### config.mk
export PLATFORM = sky130hd
export DESIGN_NAME = pced_top
export DESIGN_NICKNAME = d
export VERILOG_FILES = /design/src/pced_pkg.sv /design/src/pced_pin_sync.sv /design/src/pced_top.sv
export SDC_FILE = /design/constraint.sdc
export NUM_CORES = 1
export LEC_CHECK = 0
export BUFFER_PORTS_ARGS = -buffer_cell sky130_fd_sc_hd__buf_2
export CAP_MARGIN = 20
export CORE_MARGIN = 1
export CORE_UTILIZATION = 51
export DETAILED_ROUTE_END_ITERATION = 12
export PLACE_DENSITY_LB_ADDON = 0.1
export SLEW_MARGIN = 5
export SYNTH_ARGS = -nofsm -noshare
export SYNTH_HDL_FRONTEND = slang
export SYNTH_SLANG_ARGS = --single-unit
### constraint.sdc
create_clock -name clk -period 2.2 [get_ports clk]
set_clock_uncertainty 0.1 [all_clocks]
set_input_delay 0.44 -clock clk [delete_from_list [all_inputs] [get_ports clk]]
set_output_delay 0.44 -clock clk [all_outputs]
set_load 0.005 [all_outputs]
### src/pced_pkg.sv
// Package: constants and types of the port change edge detector
package pced_pkg;
    localparam int unsigned NUM_PINS     = 6;
    localparam int unsigned REG_W        = 8;
    localparam int unsigned ADDR_W       = 4;
    // Byte addresses of the word-aligned registers
    localparam logic [ADDR_W-1:0] OFS_RISE_EN  = 4'h0;
    localparam logic [ADDR_W-1:0] OFS_FALL_EN  = 4'h4;
    localparam logic [ADDR_W-1:0] OFS_FLAGS    = 4'h8;
    localparam logic [ADDR_W-1:0] OFS_IRQ_CTRL = 4'hc;
    // Fields of irq_control_reg
    localparam int unsigned IRQ_MASTER_BIT  = 0;
    localparam int unsigned IRQ_SUMMARY_BIT = 1;
    // Reset values
    localparam logic [NUM_PINS-1:0] RST_RISE_EN = 6'h00;
    localparam logic [NUM_PINS-1:0] RST_FALL_EN = 6'h00;
    localparam logic [NUM_PINS-1:0] RST_FLAGS   = 6'h00;
    localparam logic                RST_MASTER  = 1'b0;
    localparam logic [31:0]         RDATA_ZERO  = 32'h0000_0000;
    // Answer returned to an unmapped read
    localparam logic [31:0]         RDATA_UNMAPPED = 32'h0000_0000;

    typedef enum logic [1:0] {
        PCED_IDLE = 2'b01,
        PCED_DONE = 2'b10
    } pced_bus_state_t;
endpackage : pced_pkg

### src/pced_pin_sync.sv
// Three-stage pin synchroniser with agreement filter and edge pulses
module pced_pin_sync #(
    parameter int unsigned WIDTH = 6
) (
    input  wire logic             clk,     // System clock
    input  wire logic             rstn,    // Synchronous reset, low active
    input  wire logic [WIDTH-1:0] pin_in,  // Asynchronous pin levels
    output logic      [WIDTH-1:0] rise,    // One-cycle rising pulse
    output logic      [WIDTH-1:0] fall     // One-cycle falling pulse
);
    import pced_pkg::*;

    typedef struct packed {
        logic [WIDTH-1:0] s1;
        logic [WIDTH-1:0] s2;
        logic [WIDTH-1:0] s3;
        logic [WIDTH-1:0] level;
        logic [WIDTH-1:0] rise;
        logic [WIDTH-1:0] fall;
    } pced_sync_t;

    pced_sync_t st;
    pced_sync_t next_st;

    always_comb begin
        next_st    = st;
        next_st.s1 = pin_in;
        next_st.s2 = st.s1;
        next_st.s3 = st.s2;
        for (int i = 0; i < WIDTH; i++) begin
            // A change counts only once stages two and three agree
            if (st.s2[i] == st.s3[i]) begin
                next_st.level[i] = st.s2[i];
            end
            next_st.rise[i] = (st.s2[i] == st.s3[i]) && st.s2[i] && !st.level[i];
            next_st.fall[i] = (st.s2[i] == st.s3[i]) && !st.s2[i] && st.level[i];
        end
        if (!rstn) begin
            next_st = '0;
        end
    end

    always_ff @(posedge clk) begin
        st <= next_st;
    end

    assign rise = st.rise;
    assign fall = st.fall;
endmodule : pced_pin_sync

### src/pced_top.sv
// Port change edge detector with Avalon-MM register slave
//
// Contract
// - A set rise enable bit 5..0 arms rising-edge detection on its pin.
// - A set fall enable bit 5..0 arms falling-edge detection on its pin.
// - A clear enable bit yields no event for that pin and direction.
// - An enabled rising or falling edge sets that pin's flag bit.
// - Any flag set by an edge also raises the summary flag.
// - A flag reads zero after reset or after software clears it.
// - Flags are software read/write and hardware settable independently.
// - Bits 7 and 6 of enables and flags read zero and ignore writes.
// - A change event wakes from sleep only when the master enable is set.
// - Flags caught in sleep are updated on the same edge that wake is signalled.
// - Detection and flag setting go on with the master enable clear.
// - The summary flag is the OR of all pin flags.
// - An edge during a software clear leaves the flag set.
// - Both enables set detect edges of either polarity.
module pced_top #(
    parameter int unsigned NUM_PIN = pced_pkg::NUM_PINS
) (
    input  wire logic                       clk,               // 40 MHz system clock
    input  wire logic                       rstn,              // Synchronous reset, low active
    input  wire logic [NUM_PIN-1:0]         pin_port,          // Port pin levels
    input  wire logic                       sleep_mode,        // Core is in sleep
    input  wire logic [pced_pkg::ADDR_W-1:0] avs_address,      // Byte address
    input  wire logic                       avs_read,          // Read request
    input  wire logic                       avs_write,         // Write request
    input  wire logic [31:0]                avs_writedata,     // Write data
    input  wire logic [3:0]                 avs_byteenable,    // Byte lanes
    output logic      [31:0]                avs_readdata,      // Read data
    output logic                            avs_waitrequest,   // Stall
    output logic                            irq,               // Change interrupt
    output logic                            wake               // Sleep wake request
);
    import pced_pkg::*;

    ////////////////////////////////////////////////////////////////////////////
    // State

    typedef struct packed {
        pced_bus_state_t    bus;
        logic [NUM_PIN-1:0] rise_edge_enable;
        logic [NUM_PIN-1:0] fall_edge_enable;
        logic [NUM_PIN-1:0] pin_change_flags;
        logic               change_irq_master_enable;
        logic [31:0]        rdata;
        logic               wake;
    } pced_state_t;

    pced_state_t        st;
    pced_state_t        next_st;
    logic [NUM_PIN-1:0] rise_pulse;
    logic [NUM_PIN-1:0] fall_pulse;
    logic [NUM_PIN-1:0] hit;
    logic               change_irq_summary;
    logic               req;
    logic               lane0;

    ////////////////////////////////////////////////////////////////////////////
    // Pin sampling

    pced_pin_sync #(
        .WIDTH (NUM_PIN)
    ) u_sync (
        .clk    (clk),
        .rstn   (rstn),
        .pin_in (pin_port),
        .rise   (rise_pulse),
        .fall   (fall_pulse)
    );

    // Either polarity passes when both enables are set; master enable not consulted
    for (genvar p = 0; p < NUM_PIN; p++) begin : g_pin
        logic rise_hit;
        logic fall_hit;
        assign rise_hit = rise_pulse[p] && st.rise_edge_enable[p];
        assign fall_hit = fall_pulse[p] && st.fall_edge_enable[p];
        assign hit[p]   = rise_hit || fall_hit;
    end

    assign change_irq_summary = |st.pin_change_flags;
    assign req   = avs_read || avs_write;
    assign lane0 = avs_byteenable[0];

    ////////////////////////////////////////////////////////////////////////////
    // Next state

    always_comb begin
        next_st      = st;
        next_st.wake = 1'b0;
        case (st.bus)
            PCED_IDLE: begin
                // One wait cycle, so read data comes from a flop
                if (req) begin
                    next_st.bus   = PCED_DONE;
                    next_st.rdata = RDATA_ZERO;
                    if (avs_read) begin
                        case (avs_address)
                            OFS_RISE_EN:  next_st.rdata[NUM_PIN-1:0] = st.rise_edge_enable;
                            OFS_FALL_EN:  next_st.rdata[NUM_PIN-1:0] = st.fall_edge_enable;
                            OFS_FLAGS:    next_st.rdata[NUM_PIN-1:0] = st.pin_change_flags;
                            OFS_IRQ_CTRL: begin
                                next_st.rdata[IRQ_MASTER_BIT]  = st.change_irq_master_enable;
                                next_st.rdata[IRQ_SUMMARY_BIT] = change_irq_summary;
                            end
                            default:      next_st.rdata = RDATA_UNMAPPED;
                        endcase
                    end
                end
            end
            PCED_DONE: begin
                // Write lands on the edge that ends the request
                next_st.bus = PCED_IDLE;
                if (avs_write && lane0) begin
                    case (avs_address)
                        OFS_RISE_EN:  next_st.rise_edge_enable =
                                          avs_writedata[NUM_PIN-1:0];
                        OFS_FALL_EN:  next_st.fall_edge_enable =
                                          avs_writedata[NUM_PIN-1:0];
                        OFS_FLAGS:    next_st.pin_change_flags =
                                          avs_writedata[NUM_PIN-1:0];
                        OFS_IRQ_CTRL: next_st.change_irq_master_enable =
                                          avs_writedata[IRQ_MASTER_BIT];
                        default:      next_st.bus = PCED_IDLE;
                    endcase
                end
            end
            default: next_st.bus = PCED_IDLE;
        endcase
        // Hardware set after the write so it wins over a clearing write
        next_st.pin_change_flags = next_st.pin_change_flags | hit;
        // Flag is in place the same edge wake rises, so software sees it first
        next_st.wake = sleep_mode && st.change_irq_master_enable && (|hit);
        if (!rstn) begin
            next_st.bus                      = PCED_IDLE;
            next_st.rise_edge_enable         = RST_RISE_EN;
            next_st.fall_edge_enable         = RST_FALL_EN;
            next_st.pin_change_flags         = RST_FLAGS;
            next_st.change_irq_master_enable = RST_MASTER;
            next_st.rdata                    = RDATA_ZERO;
            next_st.wake                     = 1'b0;
        end
    end

    always_ff @(posedge clk) begin
        st <= next_st;
    end

    ////////////////////////////////////////////////////////////////////////////
    // Outputs

    assign avs_readdata    = st.rdata;
    assign avs_waitrequest = req && (st.bus != PCED_DONE);
    assign irq             = change_irq_summary && st.change_irq_master_enable;
    assign wake            = st.wake;
endmodule : pced_top

==> results.yml, run 1 <==
route:
  post-route-drc-count: 0
  firstDrtPassIters: 4
  wl_per_cell_um: 10.9
  ant_nets: 0
  drt-initial-drc-count: 59
  vias: 1783
  wirelength_mm: 4.09
  viasPerCell: 4.74
sta:
  finalCriticalPeriod_ps: 2070
  hold_viol: 0
  setup_viol: 0
  fin_crit_sh_pct: 94.2
  setup_ws_ps: 127
  finalMaxSlewViolations: 0
  setup-tns-final_ps: 0
  timing.fmax_ghz: 0.482
  rsz0062_at_grt: "no"
global_routing:
  grt_max_degree: 63
  grt_pass1_wl_mm: 6.67
  grt_pass1_vias: 1556
  grt_overflow: 0
  track_usage_pct: 16.5
  antenna_found_initial: 0
worst_setup_path:
  r2r_cells: 4
  crit_type: "reg -> out"
  cp-start-kind: "flop"
  r2r_setup_slack_ps: 270
  startpoint: "st[38]"
  crit_fanout: 3
  arrival_ps: 1530
  required_ps: 1660
  r2r_start: "st[52]"
  end_kind: "output pin"
run:
  maxCapViolations: 0
synthesis:
  netlist_area_um2: 2780
  ys_ff_latch: 64
  ys.flop_type: "dfxtp_1"
  avgSynthCellArea_um2: 10.0
  synthCells: 278
  synth_cell_types: 34
  synth.top_cells.by_area: "dfxtp_1 (46%), buf_4 (8.6%), mux2i_1 (8.3%)"
  yosys.area.top_type: "dfxtp_1"
  synth_edf_count: 0
  yosysMostFrequentCell: "dfxtp_1"
  yosysSeqAreaShare_pct: 46.1
  yosys_warnings: 0
  yosys.area.top_type_share_pct: 46.1
  async_flop_share_pct: 0
  synth.top_cells.by_count: "dfxtp_1 (64), buf_4 (32), mux2i_1 (23)"
cells_and_area:
  synthToLayoutAreaGrowth_pct: 8.96
  fin_cells: 376
  final_cell_area_um2: 3030
  num_antenna_cells: 0
  drive_above_1_share_pct: 17.6
  final_nets: 365
die:
  num_io_pins: 86
  die_y_um: 75.8
  initial_core_util_pct: 53.7
  core_area_um2: 5170
  dieWidth_um: 75.8
  dieArea_um2: 5750
  row_count: 26
clock_network:
  path_clk_slew_ps: 60
  cts_made_buffers: 9
  holdBufCountCts: 0
  tritoncts: "yes"
  cts_max_level: 3
  clockRootBuffer: "clkbuf_8"
  clk_latency_ps: 330
  cts.sinks: 64
  clk_path_buf_depth: 2
placed_design:
  placed_cells: 361
  hpwl_mm: 2.84
  dpl_worst_slack_ps: 45.6
  placed_cell_area_um2: 2820
  routabilityCongestion: 0.734
  numPortBuffers: 30
power:
  p_per_area_nw_per_um2: 766
  p_leak_nw: 1.38
  peakVddDrop_mv: 0.436
outcome:
  status: "complete, no violations"
worst_hold_path:
  hp-class: "in -> reg"
  hp-start: "pin_port[1]"
  worstHoldPathCells: 2
-- sequential cells by signal, summed over array words and instances (netlist names) --
signal        cells
wake              1
u_sync.fall       6
u_sync.st        24
st               21
u_sync.rise       6
avs_readdata      6
-- cell usage in the layout (no fill, tap or decap) --
| master | count |
|---|---|
| a21boi_1 | 6 |
| a22oi_1 | 6 |
| mux2i_1 | 23 |
| or4b_4 | 2 |
| o31a_1 | 1 |
| o21ai_0 | 5 |
| a21o_1 | 1 |
| and3_1 | 7 |
| or4_1 | 1 |
| nor2b_1 | 15 |
| nand3_1 | 6 |
| inv_1 | 15 |
| conb_1 | 26 |
| nor4_4 | 1 |
| or4_4 | 1 |
| nor3_2 | 1 |
| a21oi_1 | 2 |
| buf_2 | 30 |
| bufinv_16 | 1 |
| o41ai_1 | 1 |
| nor2_1 | 9 |
| nand4_1 | 1 |
| buf_4 | 2 |
| mux4_2 | 1 |
| o311ai_0 | 1 |
| ha_1 | 12 |
| o2111a_1 | 1 |
| and2_1 | 18 |
| clkinv_2 | 2 |
| and3b_2 | 1 |
| a22o_1 | 6 |
| dfxtp_1 | 64 |
| clkbuf_8 | 12 |
| o21ai_1 | 6 |
| nand2_1 | 19 |
-- cells by family (layout without fill, tap and decap cells) --
| family | after synthesis | after routing | synth area share, % |
|---|---|---|---|
| AO/OA/AOI/OAI | 36 | 36 | 9.09 |
| adder cells (fa/ha/maj) | 12 | 12 | 5.40 |
| buffers and inverters | 59 | 62 | 13.1 |
| flip-flops | 64 | 64 | 46.1 |
| multiplexers | 24 | 24 | 9.09 |
| other | 1 | 26 | 0.135 |
| AND/OR/NAND/NOR | 82 | 82 | 17.1 |
-- stage by stage --
stage | power (mW) | hold slack (ps) | utilization [%]
final | 2.32 | 209 | 58.5
after global routing | 2.43 | 182 | 58.5
after CTS | 2.36 | 188 | 58.4
after detailed placement | 1.34 | 319 | 54.5
after global placement | 1.33 | 313 | 54.5
after floorplan | 1.33 | 302 | -
-- per-layer routing --
layer / part of all wire [%] / track usage [%] / wire [um] / vias to the layer above
met5: 0 / 0 / 0 / -
met4: 2.2 / 8.85 / 89 / 0
met3: 7.6 / 9.39 / 309 / 9
met2: 44 / 26.5 / 1810 / 57
met1: 46 / 17.2 / 1890 / 796
li1: - / - / - / 921
-- report_power, final --
group	internal (mW)	switching (mW)
combinational	0.0491	0.0663
sequential	1.18	0.0117
clock	0.605	0.405
-- critical path, stage by stage (launching register included) --
cell and delay [ps]:
dfxtp_1 320, or4_1 550, nor3_2 150, nor2b_1 70, buf_2 120
-- final timing paths --
| check | to |
|---|---|
| min | u_sync.st[31] |
| max | irq |
| max reg2reg | st[50] |
| min reg2reg | u_sync.rise[3] |
-- layout make-up --
class                           count  area [um^2]
Clock buffer                       12          165
Tap cell                           70         87.6
Fill cell                         453         2140
Multi-Input combinational cell    180         1230
Inverter                           15         56.3
Timing Repair Buffer               32          165
Clock inverter                      3         40.0
Sequential cell                    64         1280
-- timing repair --
item                                    4_1_cts  5_1_grt
gates resized for setup                       0        1
endpoints found under the setup margin        0        1
endpoints found under the hold margin         0        0
setup buffers                                 0        0
No activity file was read; power rests on OpenSTA's default activity.
==> inputs of run 2 (changes only) <==
SYNTH_HIERARCHICAL = 1   (was not set)
clock period = 2.3 ns   (was 2.2 ns; I/O delays follow)
==> results.yml, run 2 <==
power:
  p_per_area_nw_per_um2: 736
  peakVddDrop_mv: 0.384
  p_leak_nw: 1.43
global_routing:
  antenna_found_initial: 0
  grt_pass1_wl_mm: 7.50
  busiest_layer: "met2"
  grt_use_met3_pct: 7.86
  met2_usage_pct: 27.9
  grt_max_degree: 53
  grt_overflow: 0
  grtUsageMet1_pct: 18.0
  track_usage_pct: 16.5
  grt_pass1_vias: 1649
synthesis:
  async_flop_share_pct: 0
  ys_ff_latch: 64
  yosysMostFrequentCell: "dfxtp_1"
  avgSynthCellArea_um2: 9.90
  yosys_warnings: 6
  ys.flop_type: "dfxtp_1"
  yosysSeqAreaShare_pct: 44.8
  yosys.area.top_type_share_pct: 44.8
  synth_cell_types: 36
  synth.top_cells.by_area: "dfxtp_1 (45%), buf_4 (12%), mux2i_1 (8.0%)"
  synthCells: 289
  synth_edf_count: 0
  yosys.area.top_type: "dfxtp_1"
  synth.top_cells.by_count: "dfxtp_1 (64), buf_4 (45), mux2i_1 (23)"
  netlist_area_um2: 2860
route:
  post-route-drc-count: 0
  drt-initial-drc-count: 37
  firstDrtPassIters: 4
  vias: 1788
  wirelength_mm: 4.42
  ant_nets: 0
  wl_per_cell_um: 11.6
  viasPerCell: 4.71
cells_and_area:
  top_register: "u_sync/st"
  final_common_cell: "dfxtp_1"
  largestRegisters: "u_sync/st (24), st (21)"
  drive_above_1_share_pct: 18.1
  largest_register_ffs: 24
  final_cell_mix: "dfxtp_1 (64), buf_2 (30), conb_1 (26)"
  fin_cells: 380
  final_nets: 368
  num_antenna_cells: 0
  synthToLayoutAreaGrowth_pct: 7.04
  final_core_util_pct: 58.5
sta:
  finalMaxSlewViolations: 0
  timing.fmax_ghz: 0.468
  fin_crit_sh_pct: 92.8
  hold_viol: 0
  rsz0062_at_grt: "no"
  setup_ws_ps: 165
  setup_viol: 0
  finalCriticalPeriod_ps: 2130
  setup-tns-final_ps: 0
worst_setup_path:
  crit_type: "reg -> out"
  crit_buf_inv: 1
  required_ps: 1740
  r2r_start: "st[52]"
  r2r_setup_slack_ps: 350
  reg2reg_to: "st[41]"
  cp-start-kind: "flop"
  critPathTopFamily: "simple AND/OR/NAND/NOR gates"
  arrival_ps: 1570
  worst_path_max_delay_cell: "or4_1"
  path_cells: "or4_1 -> nor3_2 -> nor2b_1 -> buf_2"
  crit_path_max_incr_delay_ps: 560
  end_kind: "output pin"
  r2r_cells: 4
  crit_fanout: 3
die:
  row_count: 26
  die_y_um: 76.9
  dieArea_um2: 5910
  initial_core_util_pct: 54.6
  dieWidth_um: 76.9
  num_io_pins: 86
  core_area_um2: 5240
clock_network:
  cts_made_buffers: 9
  cts.sinks: 64
  tritoncts: "yes"
  clockRootBuffer: "clkbuf_8"
  cts.repair.resized: 0
  path_clk_slew_ps: 70
  clk_path_buf_depth: 2
  holdBufCountCts: 0
  cts_setup_buffers: 0
  cts_max_level: 3
  clk_latency_ps: 330
placed_design:
  placed_cells: 364
  routabilityCongestion: 0.702
  numPortBuffers: 30
  dpl_worst_slack_ps: 90.8
  hpwl_mm: 3.08
worst_hold_path:
  hp-class: "in -> reg"
  hp-start: "pin_port[0]"
  worstHoldPathCells: 2
  min_to: "u_sync/st[30]"
outcome:
  status: "complete, no violations"
run:
  maxCapViolations: 0
[run 2: cell count changes in the layout (fill, tap and decap cells not counted), sizes merged]
cell      delta
nor2b        -7
and2b        +6
or3b         +1
clkinvlp     +1
or4b         -1
buf          +3
o21ai        +1
[run 2: area by class of cell]
class                      count  area, um^2
timing repair buffer          35         188
fill                         479        2180
clock buffer                  12         165
inverter                      15        56.3
multi-input combinational    180        1230
tap                           70        87.6
sequential                    64        1280
clock inverter                 4        51.3
[run 2: worst max path at each step]
stage	end	slack [ps]	cells after the start	from
floorplan	st[47]	330	5	avs_address[1]
global placement	st[41]	130	5	avs_address[1]
detailed placement	st[41]	90	5	avs_address[1]
CTS	irq	80	4	st[38]
global route	irq	50	4	st[38]
finish	irq	170	4	st[38]
[run 2: layer usage]
layer / vias up / part of all wire, % / routed length, um
met2: 44 / 47 / 2080
li1: 929 / - / -
met3: 5 / 6.1 / 268
met1: 810 / 46 / 2010
met5: - / 0 / 0
met4: 0 / 1.2 / 54
[run 2: cells by family (layout without fill, tap and decap cells)]
kind of cell,count (synthesis),count (layout),synth area share [%]
simple gates,81,81,16.4
buf+inv,70,66,15.6
flops,64,64,44.8
compound gates,37,37,9.01
mux,24,24,8.84
fa+ha+maj,12,12,5.25
other cells,1,26,0.131
[run 2: per-stage QoR]
step / instance area (um^2) / total power [mW] / hold WS, ps
5_1_grt: 3060 / 2.36 / 202
3_3_place_gp: 2840 / 1.28 / 314
4_1_cts: 3060 / 2.29 / 205
2_1_floorplan: 2950 / 1.28 / 302
6_report: 3060 / 2.25 / 226
3_5_place_dp: 2840 / 1.28 / 321
[run 2: power by group]
| group | switching (mW) | internal (mW) |
|---|---|---|
| combinational | 0.0651 | 0.0496 |
| sequential | 0.0116 | 1.13 |
| clock | 0.408 | 0.589 |
==> inputs of run 3 (changes only) <==
CELL_PAD_IN_SITES_DETAIL_PLACEMENT = 1   (was not set)
CELL_PAD_IN_SITES_GLOBAL_PLACEMENT = 1   (was not set)
CORE_UTILIZATION = 38   (was 51)
==> results.yml, run 3 (synthesis gave the netlist of run 2 again) <==
cells_and_area:
  top_register: "u_sync/st"
  largestRegisters: "u_sync/st (24), st (21)"
  final_nets: 367
  n_fill_cell: 862
  synthToLayoutAreaGrowth_pct: 7.70
  largest_register_ffs: 24
  fin_cells: 408
  final_common_cell: "dfxtp_1"
  drive_above_1_share_pct: 17.8
  num_antenna_cells: 0
  final_cell_mix: "dfxtp_1 (64), buf_2 (30), conb_1 (26)"
route:
  firstDrtPassIters: 4
  wirelength_mm: 5.02
  ant_nets: 0
  drt-initial-drc-count: 48
  vias: 1793
  wl_per_cell_um: 12.3
  post-route-drc-count: 0
  viasPerCell: 4.39
worst_setup_path:
  arrival_ps: 1570
  required_ps: 1740
  startpoint: "st[38]"
  crit_type: "reg -> out"
  cp-start-kind: "flop"
  crit_fanout: 3
  r2r_start: "st[52]"
  end_kind: "output pin"
sta:
  finalCriticalPeriod_ps: 2130
  finalMaxSlewViolations: 0
  setup-tns-final_ps: 0
  finalHoldWorstSlack_ps: 230
  timing.fmax_ghz: 0.469
  hold_viol: 0
  setup_viol: 0
  fin_crit_sh_pct: 92.6
  rsz0062_at_grt: "no"
outcome:
  status: "complete, no violations"
worst_hold_path:
  hp-class: "in -> reg"
  hp-start: "pin_port[0]"
clock_network:
  holdBufCountCts: 0
  cts_made_buffers: 9
  path_clk_slew_ps: 70
  clockRootBuffer: "clkbuf_8"
  cts_max_level: 3
  clk_latency_ps: 330
  clk_path_buf_depth: 2
  cts_setup_buffers: 0
  cts.sinks: 64
  cts.repair.resized: 0
  tritoncts: "yes"
global_routing:
  grt_pass1_vias: 1725
  grt_max_degree: 58
  grt_overflow: 0
  grt_pass1_wl_mm: 8.08
  antenna_found_initial: 0
  track_usage_pct: 14.0
die:
  row_count: 31
  dieWidth_um: 88.8
  core_area_um2: 7250
  die_y_um: 88.8
  num_io_pins: 86
  initial_core_util_pct: 39.4
  dieArea_um2: 7880
placed_design:
  placed_cells: 392
  routabilityCongestion: 0.682
  numPortBuffers: 30
  hpwl_mm: 3.58
power:
  p_leak_nw: 1.42
  p_per_area_nw_per_um2: 723
  peakVddDrop_mv: 0.320
run:
  maxCapViolations: 0
## run 3: cell types whose count changed in the layout (fill, tap and decap cells not counted)
cell        delta
clkbuf_8       -1
clkinv_4       -1
clkinv_2       +1
buf_4          -1
clkinvlp_4     +1
## run 3: through the flow
step,setup WS [ps],util (%),power (mW),area [um^2]
after floorplan,332,-,1.28,2950
after detailed placement,79.4,39.6,1.28,2870
after global routing,70.0,42.5,2.34,3080
after CTS,54.0,42.4,2.27,3080
after global placement,119,39.6,1.28,2870
final,169,42.5,2.23,3080
## run 3: where the power goes
group	internal, mW	switching [mW]	total, mW
sequential	1.13	0.0121	1.14
clock	0.555	0.414	0.970
combinational	0.0487	0.0663	0.115
## run 3: path summary, 6_finish.rpt
| kind | cells after the start | slack [ps] | endpoint |
|---|---|---|---|
| setup / recovery | 4 | 170 | irq |
| hold / removal | 2 | 230 | u_sync/st[30] |
| setup reg to reg | 4 | 320 | st[43] |
| hold reg to reg | 1 | 330 | u_sync/st[27] |
## run 3: worst max-delay path, cell delays in order (launching register included)
cell,delay [ps]
dfxtp_1,330
or4_1,540
nor3_2,170
nor2b_1,70
buf_2,120
## run 3: layer usage
layer  global-route usage, %  wire (um)
met2                    24.4       2520
met3                    5.32        224
met4                    5.28         65
met5                       0          0
met1                    15.6       2210
## run 3: final cells by class
cell class                      count  area, um^2  share of cell area (%)
Sequential cell                    64        1280                    41.6
Tap cell                           99         124                    4.02
Inverter                           15        56.3                    1.83
Multi-Input combinational cell    180        1230                    40.0
Clock buffer                       11         151                    4.91
Clock inverter                      5        55.1                    1.79
Timing Repair Buffer               34         180                    5.85
